[config.mk]
export PLATFORM = sky130hd
export DESIGN_NAME = adc_result_threshold_alarm
export DESIGN_NICKNAME = d
export VERILOG_FILES = /design/src/inc/adc_alarm_pkg.sv /design/src/core/adc_result_threshold_alarm.sv /design/src/core/ahb_slave_port.sv /design/src/core/alarm_compare.sv
export VERILOG_INCLUDE_DIRS = /design/src /design/src/inc
export SDC_FILE = /design/constraint.sdc
export NUM_CORES = 1
export LEC_CHECK = 0
export BUFFER_PORTS_ARGS = -buffer_cell sky130_fd_sc_hd__buf_2
export CAP_MARGIN = 40
export CORE_MARGIN = 1.5
export CORE_UTILIZATION = 40
export CTS_CLUSTER_SIZE = 30
export DETAILED_ROUTE_END_ITERATION = 8
export SKIP_LAST_GASP = 1
export SYNTH_ARGS = -nofsm -noshare
export SYNTH_HDL_FRONTEND = slang
export SYNTH_SLANG_ARGS = --single-unit
[constraint.sdc]
create_clock -name clk_in -period 3.63 [get_ports clk_in]
set_clock_uncertainty 0.2 [all_clocks]
set_input_delay 0.5445 -clock clk_in [delete_from_list [all_inputs] [get_ports clk_in]]
set_output_delay 0.5445 -clock clk_in [all_outputs]
set_load 0.05 [all_outputs]
[src/inc/adc_alarm_params.svh]
// Offsets, field positions, reset values and bus constants of the ADC result and alarm block
`ifndef ADC_ALARM_PARAMS_SVH
`define ADC_ALARM_PARAMS_SVH

// Register indices; the byte address on the bus is four times the index
`define IDX_CONV_CTRL 12'hF70
`define IDX_ALARM_CTRL 12'hF71
`define IDX_RESULT_HIGH 12'hF72
`define IDX_RESULT_LOW 12'hF73
`define IDX_UPPER_LIMIT 12'hF74
`define IDX_LOWER_LIMIT 12'hF76

// Conversion control fields
`define CONV_BUSY_BIT 7
`define CONV_REPEAT_BIT 4
`define CONV_VALID_BIT 0

// Alarm control / status fields
`define UPPER_STATUS_BIT 6
`define LOWER_STATUS_BIT 5
`define UPPER_ENABLE_BIT 4
`define LOWER_ENABLE_BIT 3
`define BUF_MODE_MSB 2
`define BUF_MODE_LSB 0

// Low result register fields
`define LSB_FIELD_MSB 7
`define LSB_FIELD_LSB 3
`define OVERFLOW_BIT 0

// Reset values
`define UPPER_LIMIT_RESET 8'hFF
`define LOWER_LIMIT_RESET 8'h00
`define BUF_MODE_RESET 3'h0

// Result layout
`define RESULT_WIDTH 13
`define RESULT_LSB_COUNT 5

// AHB transfer type and response codes
`define HTRANS_NONSEQ 2'h2
`define HRESP_OKAY 1'h0

`endif

[src/inc/adc_alarm_pkg.sv]
// Types shared by the ADC result and alarm block
package adc_alarm_pkg;

    // One register access taken from the bus, valid for one cycle
    typedef struct packed {
        logic valid;
        logic write;
        logic [11:0] index;
    } reg_req_t;

    // One completed conversion from the converter
    typedef struct packed {
        logic [12:0] data;
        logic overflow;
    } sample_t;

    // Input buffer modes; the differential codes silence the alarms
    typedef enum logic [2:0] {
        BUF_SE_UNBUFFERED = 3'b000,
        BUF_SE_UNITY = 3'b001,
        BUF_DIFF_UNBUFFERED = 3'b100,
        BUF_DIFF_UNITY = 3'b101
    } buffer_mode_t;

    // Bus slave phase
    typedef enum logic [0:0] {
        PH_IDLE = 1'b0,
        PH_WAIT = 1'b1
    } bus_phase_t;

endpackage

[src/core/adc_result_threshold_alarm.sv]
// ADC result registers and threshold alarms behind an AHB-Lite slave
// Function
// - The result is a 13-bit two's complement value split into a high byte and a low register.
// - The low register keeps the five lowest result bits in its upper field.
// - Reading the high byte latches the matching low bits into the low register.
// - While a single-shot conversion runs the result is marked not valid.
// - The low register is read-only and holds no meaningful bits until the high byte is read after a conversion.
// - The overflow flag is 1 for a sample that overflowed and 0 otherwise.
// - The top eight sample bits above the upper limit (reset FF) raise the upper alarm.
// - The top eight sample bits below the lower limit (reset 00) raise the lower alarm.
// - No alarm is raised while the input buffer is differential.
// - Temperature samples come in the same signed format as any other input.
// - Alarm status bits are set by hardware and cleared by writing 1; writing 0 keeps them.
// - Each alarm has its own interrupt enable; status still sets while disabled.
// - In repeated conversion the registers hold the latest finished conversion.
// - Buffer codes 100 and 101 are differential and silence the alarms.
`timescale 1ns/1ps
`include "adc_alarm_params.svh"

module adc_result_threshold_alarm
    import adc_alarm_pkg::*;
(
    // Clock and reset
    input wire logic clk_in,
    input wire logic rst_n_in,
    // AHB-Lite slave
    input wire logic hsel_in,
    input wire logic [15:0] haddr_in,
    input wire logic [1:0] htrans_in,
    input wire logic hwrite_in,
    input wire logic [2:0] hsize_in,
    input wire logic [31:0] hwdata_in,
    input wire logic hready_in,
    output logic [31:0] hrdata_out,
    output logic hreadyout_out,
    output logic hresp_out,
    // Converter side
    input wire logic sample_done_in,
    input wire logic [12:0] sample_data_in,
    input wire logic sample_overflow_in,
    input wire logic conv_busy_in,
    output logic repeat_conversion_select_out,
    output logic [2:0] input_buffer_select_out,
    // Interrupt
    output logic irq_out
);

    ////////////////////////////////////////////////////////////////////////////
    // Reset release
    // Reset takes hold at once but leaves through two flops, so no register
    // sees its release close to a clock edge

    logic rst_meta_q;
    logic rst_sync_q;

    always_ff @(posedge clk_in or negedge rst_n_in) begin
        if (!rst_n_in) begin
            rst_meta_q <= 1'b0;
            rst_sync_q <= 1'b0;
        end else begin
            rst_meta_q <= 1'b1;
            rst_sync_q <= rst_meta_q;
        end
    end

    ////////////////////////////////////////////////////////////////////////////
    // Bus front end

    reg_req_t req;
    logic rd_addr_take;
    logic wr_upper;
    logic wr_lower;
    logic wr_alarm_ctrl;
    logic wr_conv_ctrl;
    logic rd_high;

    // The port's ready flop is the bus ready itself; one more register here would
    // end the data phase before the read data stands
    // The transfer size is not decoded, since every register is one aligned word
    ahb_slave_port u_port (
        .clk_in(clk_in),
        .rst_n_in(rst_sync_q),
        .hsel_in(hsel_in),
        .haddr_in(haddr_in),
        .htrans_in(htrans_in),
        .hwrite_in(hwrite_in),
        .hready_in(hready_in),
        .req_out(req),
        .hreadyout_out(hreadyout_out)
    );

    function automatic logic hit(input reg_req_t r, input logic wr, input logic [11:0] idx);
        hit = r.valid && (r.write == wr) && (r.index == idx);
    endfunction

    assign wr_upper = hit(req, 1'b1, `IDX_UPPER_LIMIT);
    assign wr_lower = hit(req, 1'b1, `IDX_LOWER_LIMIT);
    assign wr_alarm_ctrl = hit(req, 1'b1, `IDX_ALARM_CTRL);
    assign wr_conv_ctrl = hit(req, 1'b1, `IDX_CONV_CTRL);
    assign rd_high = hit(req, 1'b0, `IDX_RESULT_HIGH);

    // A new read's address phase; it clears the old read data
    assign rd_addr_take = hsel_in && hready_in && htrans_in == `HTRANS_NONSEQ && !hwrite_in;

    // No register raises an error, so every transfer ends OKAY
    always_ff @(posedge clk_in or negedge rst_sync_q) begin
        if (!rst_sync_q) begin
            hresp_out <= `HRESP_OKAY;
        end else begin
            hresp_out <= `HRESP_OKAY;
        end
    end

    ////////////////////////////////////////////////////////////////////////////
    // Settings

    // Writing the alarm control word also sets both enables and the buffer mode
    logic [7:0] upper_limit_q;
    logic [7:0] lower_limit_q;
    logic upper_en_q;
    logic lower_en_q;

    always_ff @(posedge clk_in or negedge rst_sync_q) begin
        if (!rst_sync_q) begin
            upper_limit_q <= `UPPER_LIMIT_RESET;
            lower_limit_q <= `LOWER_LIMIT_RESET;
        end else begin
            if (wr_upper) begin
                upper_limit_q <= hwdata_in[7:0];
            end
            if (wr_lower) begin
                lower_limit_q <= hwdata_in[7:0];
            end
        end
    end

    always_ff @(posedge clk_in or negedge rst_sync_q) begin
        if (!rst_sync_q) begin
            upper_en_q <= 1'b0;
            lower_en_q <= 1'b0;
            input_buffer_select_out <= `BUF_MODE_RESET;
        end else if (wr_alarm_ctrl) begin
            upper_en_q <= hwdata_in[`UPPER_ENABLE_BIT];
            lower_en_q <= hwdata_in[`LOWER_ENABLE_BIT];
            input_buffer_select_out <= hwdata_in[`BUF_MODE_MSB:`BUF_MODE_LSB];
        end
    end

    // Repeat select only changes how validity behaves; every done stores a result
    always_ff @(posedge clk_in or negedge rst_sync_q) begin
        if (!rst_sync_q) begin
            repeat_conversion_select_out <= 1'b0;
        end else if (wr_conv_ctrl) begin
            repeat_conversion_select_out <= hwdata_in[`CONV_REPEAT_BIT];
        end
    end

    ////////////////////////////////////////////////////////////////////////////
    // Result capture

    // Result bits have no defined reset value; zero keeps reads free of unknowns
    sample_t live_q;
    logic [4:0] low_latch_q;
    logic low_ovf_q;
    logic result_valid_q;

    // Every finished conversion overwrites the result, whatever the mode
    always_ff @(posedge clk_in or negedge rst_sync_q) begin
        if (!rst_sync_q) begin
            live_q <= '0;
        end else if (sample_done_in) begin
            live_q.data <= sample_data_in;
            live_q.overflow <= sample_overflow_in;
        end
    end

    // In single-shot mode valid drops while a conversion runs; it returns when a conversion ends
    always_ff @(posedge clk_in or negedge rst_sync_q) begin
        if (!rst_sync_q) begin
            result_valid_q <= 1'b0;
        end else if (sample_done_in) begin
            result_valid_q <= 1'b1;
        end else if (conv_busy_in && !repeat_conversion_select_out) begin
            result_valid_q <= 1'b0;
        end
    end

    // The low bits follow the high byte only when it is read, so a split read is coherent
    always_ff @(posedge clk_in or negedge rst_sync_q) begin
        if (!rst_sync_q) begin
            low_latch_q <= 5'h00;
            low_ovf_q <= 1'b0;
        end else if (rd_high) begin
            low_latch_q <= live_q.data[`RESULT_LSB_COUNT-1:0];
            low_ovf_q <= live_q.overflow;
        end
    end

    ////////////////////////////////////////////////////////////////////////////
    // Alarms and interrupt

    logic upper_hit;
    logic lower_hit;
    logic upper_status_q;
    logic lower_status_q;
    logic clr_upper;
    logic clr_lower;

    // The compare sees the incoming sample, so status sets on the edge that stores it
    alarm_compare u_cmp (
        .sample_in(sample_data_in),
        .upper_limit_in(upper_limit_q),
        .lower_limit_in(lower_limit_q),
        .buf_mode_in(input_buffer_select_out),
        .upper_hit_out(upper_hit),
        .lower_hit_out(lower_hit)
    );

    // Writing a one clears a status bit; a zero leaves it
    assign clr_upper = wr_alarm_ctrl && hwdata_in[`UPPER_STATUS_BIT];
    assign clr_lower = wr_alarm_ctrl && hwdata_in[`LOWER_STATUS_BIT];

    // A hit in the clearing cycle wins over the clear
    always_ff @(posedge clk_in or negedge rst_sync_q) begin
        if (!rst_sync_q) begin
            upper_status_q <= 1'b0;
            lower_status_q <= 1'b0;
        end else begin
            if (sample_done_in && upper_hit) begin
                upper_status_q <= 1'b1;
            end else if (clr_upper) begin
                upper_status_q <= 1'b0;
            end
            if (sample_done_in && lower_hit) begin
                lower_status_q <= 1'b1;
            end else if (clr_lower) begin
                lower_status_q <= 1'b0;
            end
        end
    end

    // One cycle behind the status bits, since the output must leave a flip-flop
    always_ff @(posedge clk_in or negedge rst_sync_q) begin
        if (!rst_sync_q) begin
            irq_out <= 1'b0;
        end else begin
            irq_out <= (upper_status_q && upper_en_q) || (lower_status_q && lower_en_q);
        end
    end

    ////////////////////////////////////////////////////////////////////////////
    // Read data

    // Unused bits of every register read as zero
    logic [7:0] rd_byte;

    always_comb begin
        rd_byte = 8'h00;
        case (req.index)
            `IDX_CONV_CTRL: begin
                rd_byte[`CONV_BUSY_BIT] = conv_busy_in;
                rd_byte[`CONV_REPEAT_BIT] = repeat_conversion_select_out;
                rd_byte[`CONV_VALID_BIT] = result_valid_q;
            end
            `IDX_ALARM_CTRL: begin
                rd_byte[`UPPER_STATUS_BIT] = upper_status_q;
                rd_byte[`LOWER_STATUS_BIT] = lower_status_q;
                rd_byte[`UPPER_ENABLE_BIT] = upper_en_q;
                rd_byte[`LOWER_ENABLE_BIT] = lower_en_q;
                rd_byte[`BUF_MODE_MSB:`BUF_MODE_LSB] = input_buffer_select_out;
            end
            `IDX_RESULT_HIGH: begin
                rd_byte = live_q.data[`RESULT_WIDTH-1:`RESULT_LSB_COUNT];
            end
            `IDX_RESULT_LOW: begin
                rd_byte[`LSB_FIELD_MSB:`LSB_FIELD_LSB] = low_latch_q;
                rd_byte[`OVERFLOW_BIT] = low_ovf_q;
            end
            `IDX_UPPER_LIMIT: begin
                rd_byte = upper_limit_q;
            end
            `IDX_LOWER_LIMIT: begin
                rd_byte = lower_limit_q;
            end
            default: begin
                rd_byte = 8'h00;
            end
        endcase
    end

    always_ff @(posedge clk_in or negedge rst_sync_q) begin
        if (!rst_sync_q) begin
            hrdata_out <= 32'h0000_0000;
        end else if (req.valid && !req.write) begin
            hrdata_out <= {24'h00_0000, rd_byte};
        end else if (rd_addr_take) begin
            hrdata_out <= 32'h0000_0000;
        end
    end

endmodule

[src/core/ahb_slave_port.sv]
// AHB-Lite slave front end: takes the address phase and inserts one wait state
`timescale 1ns/1ps
`include "adc_alarm_params.svh"

module ahb_slave_port
    import adc_alarm_pkg::*;
(
    // Clock and reset
    input wire logic clk_in,
    input wire logic rst_n_in,
    // AHB-Lite address phase
    input wire logic hsel_in,
    input wire logic [15:0] haddr_in,
    input wire logic [1:0] htrans_in,
    input wire logic hwrite_in,
    input wire logic hready_in,
    // Towards the register file
    output reg_req_t req_out,
    output logic hreadyout_out
);

    bus_phase_t phase_q;
    logic write_q;
    logic [11:0] index_q;
    logic mapped_q;

    // Words only; the two low address bits are ignored
    always_ff @(posedge clk_in or negedge rst_n_in) begin
        if (!rst_n_in) begin
            phase_q <= PH_IDLE;
            write_q <= 1'b0;
            index_q <= 12'h000;
            mapped_q <= 1'b0;
        end else begin
            case (phase_q)
                PH_IDLE: begin
                    if (hsel_in && hready_in && htrans_in == `HTRANS_NONSEQ) begin
                        phase_q <= PH_WAIT;
                        write_q <= hwrite_in;
                        index_q <= haddr_in[13:2];
                        mapped_q <= (haddr_in[15:14] == 2'h0);
                    end
                end
                PH_WAIT: begin
                    phase_q <= PH_IDLE;
                end
                default: begin
                    phase_q <= PH_IDLE;
                end
            endcase
        end
    end

    // Ready is low exactly in the cycle after an accepted address phase
    always_ff @(posedge clk_in or negedge rst_n_in) begin
        if (!rst_n_in) begin
            hreadyout_out <= 1'b1;
        end else begin
            hreadyout_out <= !(phase_q == PH_IDLE && hsel_in && hready_in
                               && htrans_in == `HTRANS_NONSEQ);
        end
    end

    always_comb begin
        req_out.valid = (phase_q == PH_WAIT) && mapped_q;
        req_out.write = write_q;
        req_out.index = index_q;
    end

endmodule

[src/core/alarm_compare.sv]
// Threshold comparison of one sample against the upper and lower limits
`timescale 1ns/1ps
`include "adc_alarm_params.svh"

module alarm_compare
    import adc_alarm_pkg::*;
(
    // Sample and setup
    input wire logic [12:0] sample_in,
    input wire logic [7:0] upper_limit_in,
    input wire logic [7:0] lower_limit_in,
    input wire logic [2:0] buf_mode_in,
    // Alarm hits
    output logic upper_hit_out,
    output logic lower_hit_out
);

    logic [7:0] top8;
    logic differential;

    assign top8 = sample_in[12:5];
    assign differential = (buf_mode_in == BUF_DIFF_UNBUFFERED)
                          || (buf_mode_in == BUF_DIFF_UNITY);

    // Unsigned byte compare, so the reset limits of FF and 00 never trip
    assign upper_hit_out = !differential && (top8 > upper_limit_in);
    assign lower_hit_out = !differential && (top8 < lower_limit_in);

endmodule

==> metrics, run 1 <==
cell count after placement=489; CP Launch Type=flop; worst path bufs/invs=1; cells along the critical path=buf_4 > nor4b_1 > and3_1 > mux2_2; CTS root buf=clkbuf_8; DP HPWL=6220 um; synthesis-to-layout area growth=13.8%; WP data required=3.66 ns; Psw=643 uW; clock network fraction of design power=0.314; die area=9890 um^2; cell internal pwr=1.33 mW; cells after synthesis=330; Die X=99.4 um; Layout Cells excl Fill=506; crit path kind=reg -> reg; RSZ-0062 raised after global routing=false; minimum clock period=2.63 ns; Tightest Pin Transition=0.791 ns; arrival time worst endpoint=2.67 ns; crit path max fanout=15; Via-to-Cell Ratio=5.27; Final Instance Area=4230 um^2; Comb power frac=0.206; Pre-Repair DR Iteration Count=5; Ys Warns=0; Cell Pwr Density=467 nW/um^2; Port Buf Inserts=58; fmax=380 MHz; Mapped Area=3720 um^2; Worst-Skew Late Latency=0.35 ns; pin count of the biggest net entering global routing=40; DRT iter0 DRCs=118; Slew Limit Headroom=0.465; htree depth=3; Yosys cell types=46; Final ANT Viol Nets=0; crit share post-route=0.725; GR Util All Layers=0.175; slowest stage delay, CP=0.63 ns; vias after detailed routing=2,665; Seq/Total Area, Yosys=0.487; clock buffer depth=2; CORE AREA=9110 um^2; vias in the first global route=2,594; initial antenna violation count=0; PostCTS Resize Cnt=0; Hold/Removal Path Class=reg -> async; clk sinks=72; top cells by count, synth=dfrtp_1, mux2_2, buf_4, o21ai_0; CP delay by family, top=simple AND/OR/NAND/NOR gates; global placement routability congestion=0.824; fraction of registers with async set/reset=1.00; post-synth top area cell=dfrtp_1; number of diodes=0; Setup Buffers After CTS=0; max-slew violation count=0; share of the synthesized area in the top cell type=0.424; Post-route DRC=0; Critical-path top delay cell=nor4b_1; first-pass GRT wire length=13,300 um; final setup vio count=0; Sw Share=0.325; synthesized area per cell=11.3 um^2; CP Capture Type=flop; share of cells above drive strength 1=0.347; Fin. Hold Viols=0; Static Leak=2.06 nW; number of flops mapped to enable cells by yosys=0; global route total overflow=0; final wirelength=8350 um; sequential cell fraction of total power=0.479; count leader, synth=dfrtp_1; VDD IR max=0.182 mV; Rows=35; Sum Neg Setup Slack=0 ns; status=finished, final reports clean; I/O pins=113; CTS tree=yes; max-cap violation count=0; dominant cells by area after synthesis=dfrtp_1, mux2_2, dfstp_2; CTS buffer count=9; nets=479; register bit total from synthesis=72; initial core utilization=0.408; wire per inst=16.5 um; placed cell area=4030 um^2; Die Ht=99.4 um; clock-pin slew on the worst setup and hold paths=0.08 ns; Top FF cell, synth=dfrtp_1
placed cells by master (no fill, tap or decap), types with 5 or more instances in the layout:
cell type   n
dfrtp_1    62
buf_2      58
mux2_2     45
conb_1     26
o21ai_0    25
inv_1      19
nand2_1    19
ha_1       15
nand3_1    12
mux2i_1    10
nor2_1      9
clkbuf_8    9
dfstp_2     9
a21oi_1     8
nand4_1     6
buf_4       5
final timing paths:
kind	startpoint	endpoint	slack [ns]	cells past startpoint
setup / recovery	u_port.index_q[0]	low_latch_q[2]	1.0	4
hold / removal	rst_sync_q	live_q[3]	0.13	0
setup reg to reg	u_port.index_q[0]	low_latch_q[2]	1.0	4
hold reg to reg	rst_sync_q	live_q[3]	0.13	0
max in group asynchronous	rst_sync_q	upper_limit_q[6]	2.10	1
min in group clk_in	rst_meta_q	rst_sync_q	0.16	0
metal layers:
layer / vias up / track usage / part of all wire
li1: 1257 / - / -
met5: - / 0 / 0
met2: 86 / 0.264 / 0.46
met1: 1306 / 0.245 / 0.47
met3: 16 / 0.0309 / 0.048
met4: 0 / 0.0867 / 0.021
logic make-up after synthesis:
| family | synth area share |
|---|---|
| mux | 0.166 |
| other cells | 0.00202 |
| flops | 0.487 |
| fa+ha+maj | 0.0505 |
| simple gates | 0.103 |
| buf+inv | 0.0848 |
| compound gates | 0.104 |
| xor+xnor | 0.00235 |
what timing repair did:
item / CTS / global route
hold endpoints to repair: 2 / 0
hold buffers: 1 / 0
endpoints found under the setup margin: 0 / 0
metrics by stage:
stage               hold slack (ns)  setup WS (ns)  total power, mW   util
global route                  0.170          0.767             2.07  0.465
floorplan                    0.0489           1.29             1.27      -
detailed placement            0.132           1.02             1.37  0.443
finish                        0.127          0.999             1.97  0.465
CTS                           0.157          0.995             1.99  0.465
global placement              0.129           1.06             1.35  0.443
flip-flops by register name (all words and copies together), names as in the netlist, 3 cells and up:
| register | cells |
|---|---|
| u_port.index_q | 12 |
| input_buffer_select_out | 3 |
| hrdata_out | 8 |
| live_q | 14 |
| lower_limit_q | 8 |
| low_latch_q | 5 |
| upper_limit_q | 8 |
final cells by class:
class / instances / area, um^2
clock buffers: 10 / 128
clock inverters: 6 / 61.3
fillers: 872 / 4880
repair buffers: 64 / 338
flip-flops and latches: 72 / 1810
well taps: 111 / 139
multi-input cells: 224 / 1680
inverters: 19 / 71.3
power groups by stage:
stage | combinational (mW) | clock [mW] | sequential [mW]
floorplan | 0.303 | 0 | 0.967
global placement | 0.397 | 0 | 0.958
detailed placement | 0.404 | 0 | 0.962
CTS | 0.407 | 0.635 | 0.946
global route | 0.443 | 0.668 | 0.959
finish | 0.407 | 0.621 | 0.946
(Power assumes the default switching activity.)
==> inputs of run 2 (changes only) <==
- clock period: 3.63 -> 2.6 ns (I/O delays scaled with it)
==> run 2 against run 1 <==
  * Clock power is 41% higher
  * Utilization is 0.73 points higher
  * Critical path type unchanged
  * Count of clock-buffer cells in the layout stayed put
  * Critical path depth stayed put
  * Routed wire length is 1.8% lower
  * First-iteration DRC count is 21% higher
  * Via count is 2.4% higher
  * Sequential power is 34% higher
  * Combinational power is 56% higher
  * Total power is 41% higher
  * Fmax is 13% higher
  * Sequential share of layout area is 0.66 points lower
==> metrics, run 2 (same netlist as run 1, synthesis figures left out) <==
status=finished, final reports clean; Port Buf Inserts=58; total power=2.78 mW; Slew Limit Headroom=0.660; GR Util All Layers=0.175; synthesis-to-layout area growth=15.6%; Die X=99.4 um; Pre-Repair DR Iteration Count=4; Critical R2R Launch=u_port.index_q[7]; pin count of the biggest net entering global routing=71; RR Endpoint=lower_limit_q[2]; clk sinks=72; max-slew violation count=0; Worst-Skew Late Latency=0.34 ns; worst slack, placed=0.318 ns; sequential cell fraction of total power=0.458; WP data required=2.62 ns; most common cell after layout, fill and taps aside=dfrtp_1; crit path kind=reg -> reg; WHS=0.0228 ns; Static Leak=2.09 nW; crit share post-route=0.899; Comb power frac=0.228; Post-route DRC=0; nets=485; max FFs per register=14; die area=9890 um^2; minimum clock period=2.34 ns; CORE AREA=9110 um^2; Hold-fix buffers, CTS=1; vias after detailed routing=2,730; Sum Neg Setup Slack=0 ns; cell count after placement=495; crit path max fanout=8; Layout Cells excl Fill=512; Fill cells=880; CTS root buf=clkbuf_8; CP Launch Point=u_port.index_q[7]; wire per inst=16.0 um; Cell Pwr Density=647 nW/um^2; fmax=428 MHz; final wirelength=8200 um; PostCTS Resize Cnt=0; max-cap violation count=0; Setup Buffers After CTS=0; global placement routability congestion=0.826; Sw Share=0.324; htree depth=3; Psw=901 uW; Worst R2R Setup Slack=0.26 ns; CP endpoint=lower_limit_q[2]; clock buffer depth=2; initial core utilization=0.408; Die Ht=99.4 um; Fin. Hold Viols=0; share of cells above drive strength 1=0.357; Hold/Removal Path Class=in -> reg; RSZ-0062 raised after global routing=false; most frequent cells in the layout=dfrtp_1, buf_2, mux2_2; Reg with most FFs=live_q; CP Launch Type=flop; number of diodes=0; CP Capture Type=flop; DRT iter0 DRCs=143; global route total overflow=0; Largest regs=live_q x14, u_port.index_q x12; clock-pin slew on the worst setup and hold paths=0.08 ns; cell internal pwr=1.88 mW; I/O pins=113; Rows=35; Tightest Pin Transition=0.508 ns; initial antenna violation count=0; vias in the first global route=2,617; Via-to-Cell Ratio=5.33; final setup vio count=0; DP HPWL=6110 um; clock network fraction of design power=0.314; arrival time worst endpoint=2.36 ns; worst setup margin=0.264 ns; Final ANT Viol Nets=0; VDD IR max=0.248 mV; CTS tree=yes; CTS buffer count=9; first-pass GRT wire length=13,200 um; Reg2Reg Depth=4
## run 2: power by group through the flow
stage	logic (mW)	clock network [mW]	registers [mW]
floorplan	0.423	0	1.35
global placement	0.618	0	1.29
detailed placement	0.631	0	1.29
CTS	0.635	0.897	1.27
global route	0.688	0.949	1.29
finish	0.636	0.873	1.27
## run 2: worst min-delay path by stage
stage,start,depth (start not counted),endpoint
floorplan,rst_n_in,0,rst_meta_q
global placement,rst_n_in,1,rst_meta_q
detailed placement,rst_n_in,1,rst_meta_q
CTS,haddr_in[14],2,u_port.mapped_q
global route,haddr_in[14],2,u_port.mapped_q
finish,haddr_in[14],2,u_port.mapped_q
## run 2: layout make-up
cell class | count | area, um^2 | share of cell area
clock inverters | 6 | 70.1 | 0.0163
inverters | 19 | 71.3 | 0.0166
clock buffers | 10 | 128 | 0.0297
well taps | 111 | 139 | 0.0323
flip-flops and latches | 72 | 1810 | 0.422
multi-input cells | 224 | 1680 | 0.391
repair buffers | 70 | 395 | 0.0920
## run 2: metal layers
metal	track usage	vias up	share of wire	wire, um
met5	0	-	0	0
met4	0.0715	0	0.022	177
met3	0.0387	15	0.051	415
met2	0.268	100	0.46	3750
met1	0.241	1345	0.47	3850
li1	-	1270	-	-
## run 2: metrics by stage
stage	utilization	cell area, um^2
CTS	0.472	4300
finish	0.472	4300
detailed placement	0.449	4090
global placement	0.449	4090
floorplan	-	3810
global route	0.472	4300
## run 2: critical path, cell delays in order (launching register included)
cell and delay (ns):
dfrtp_1 0.38, nand4b_1 0.42, nor4_4 0.59, nand2_2 0.28, mux2_2 0.34
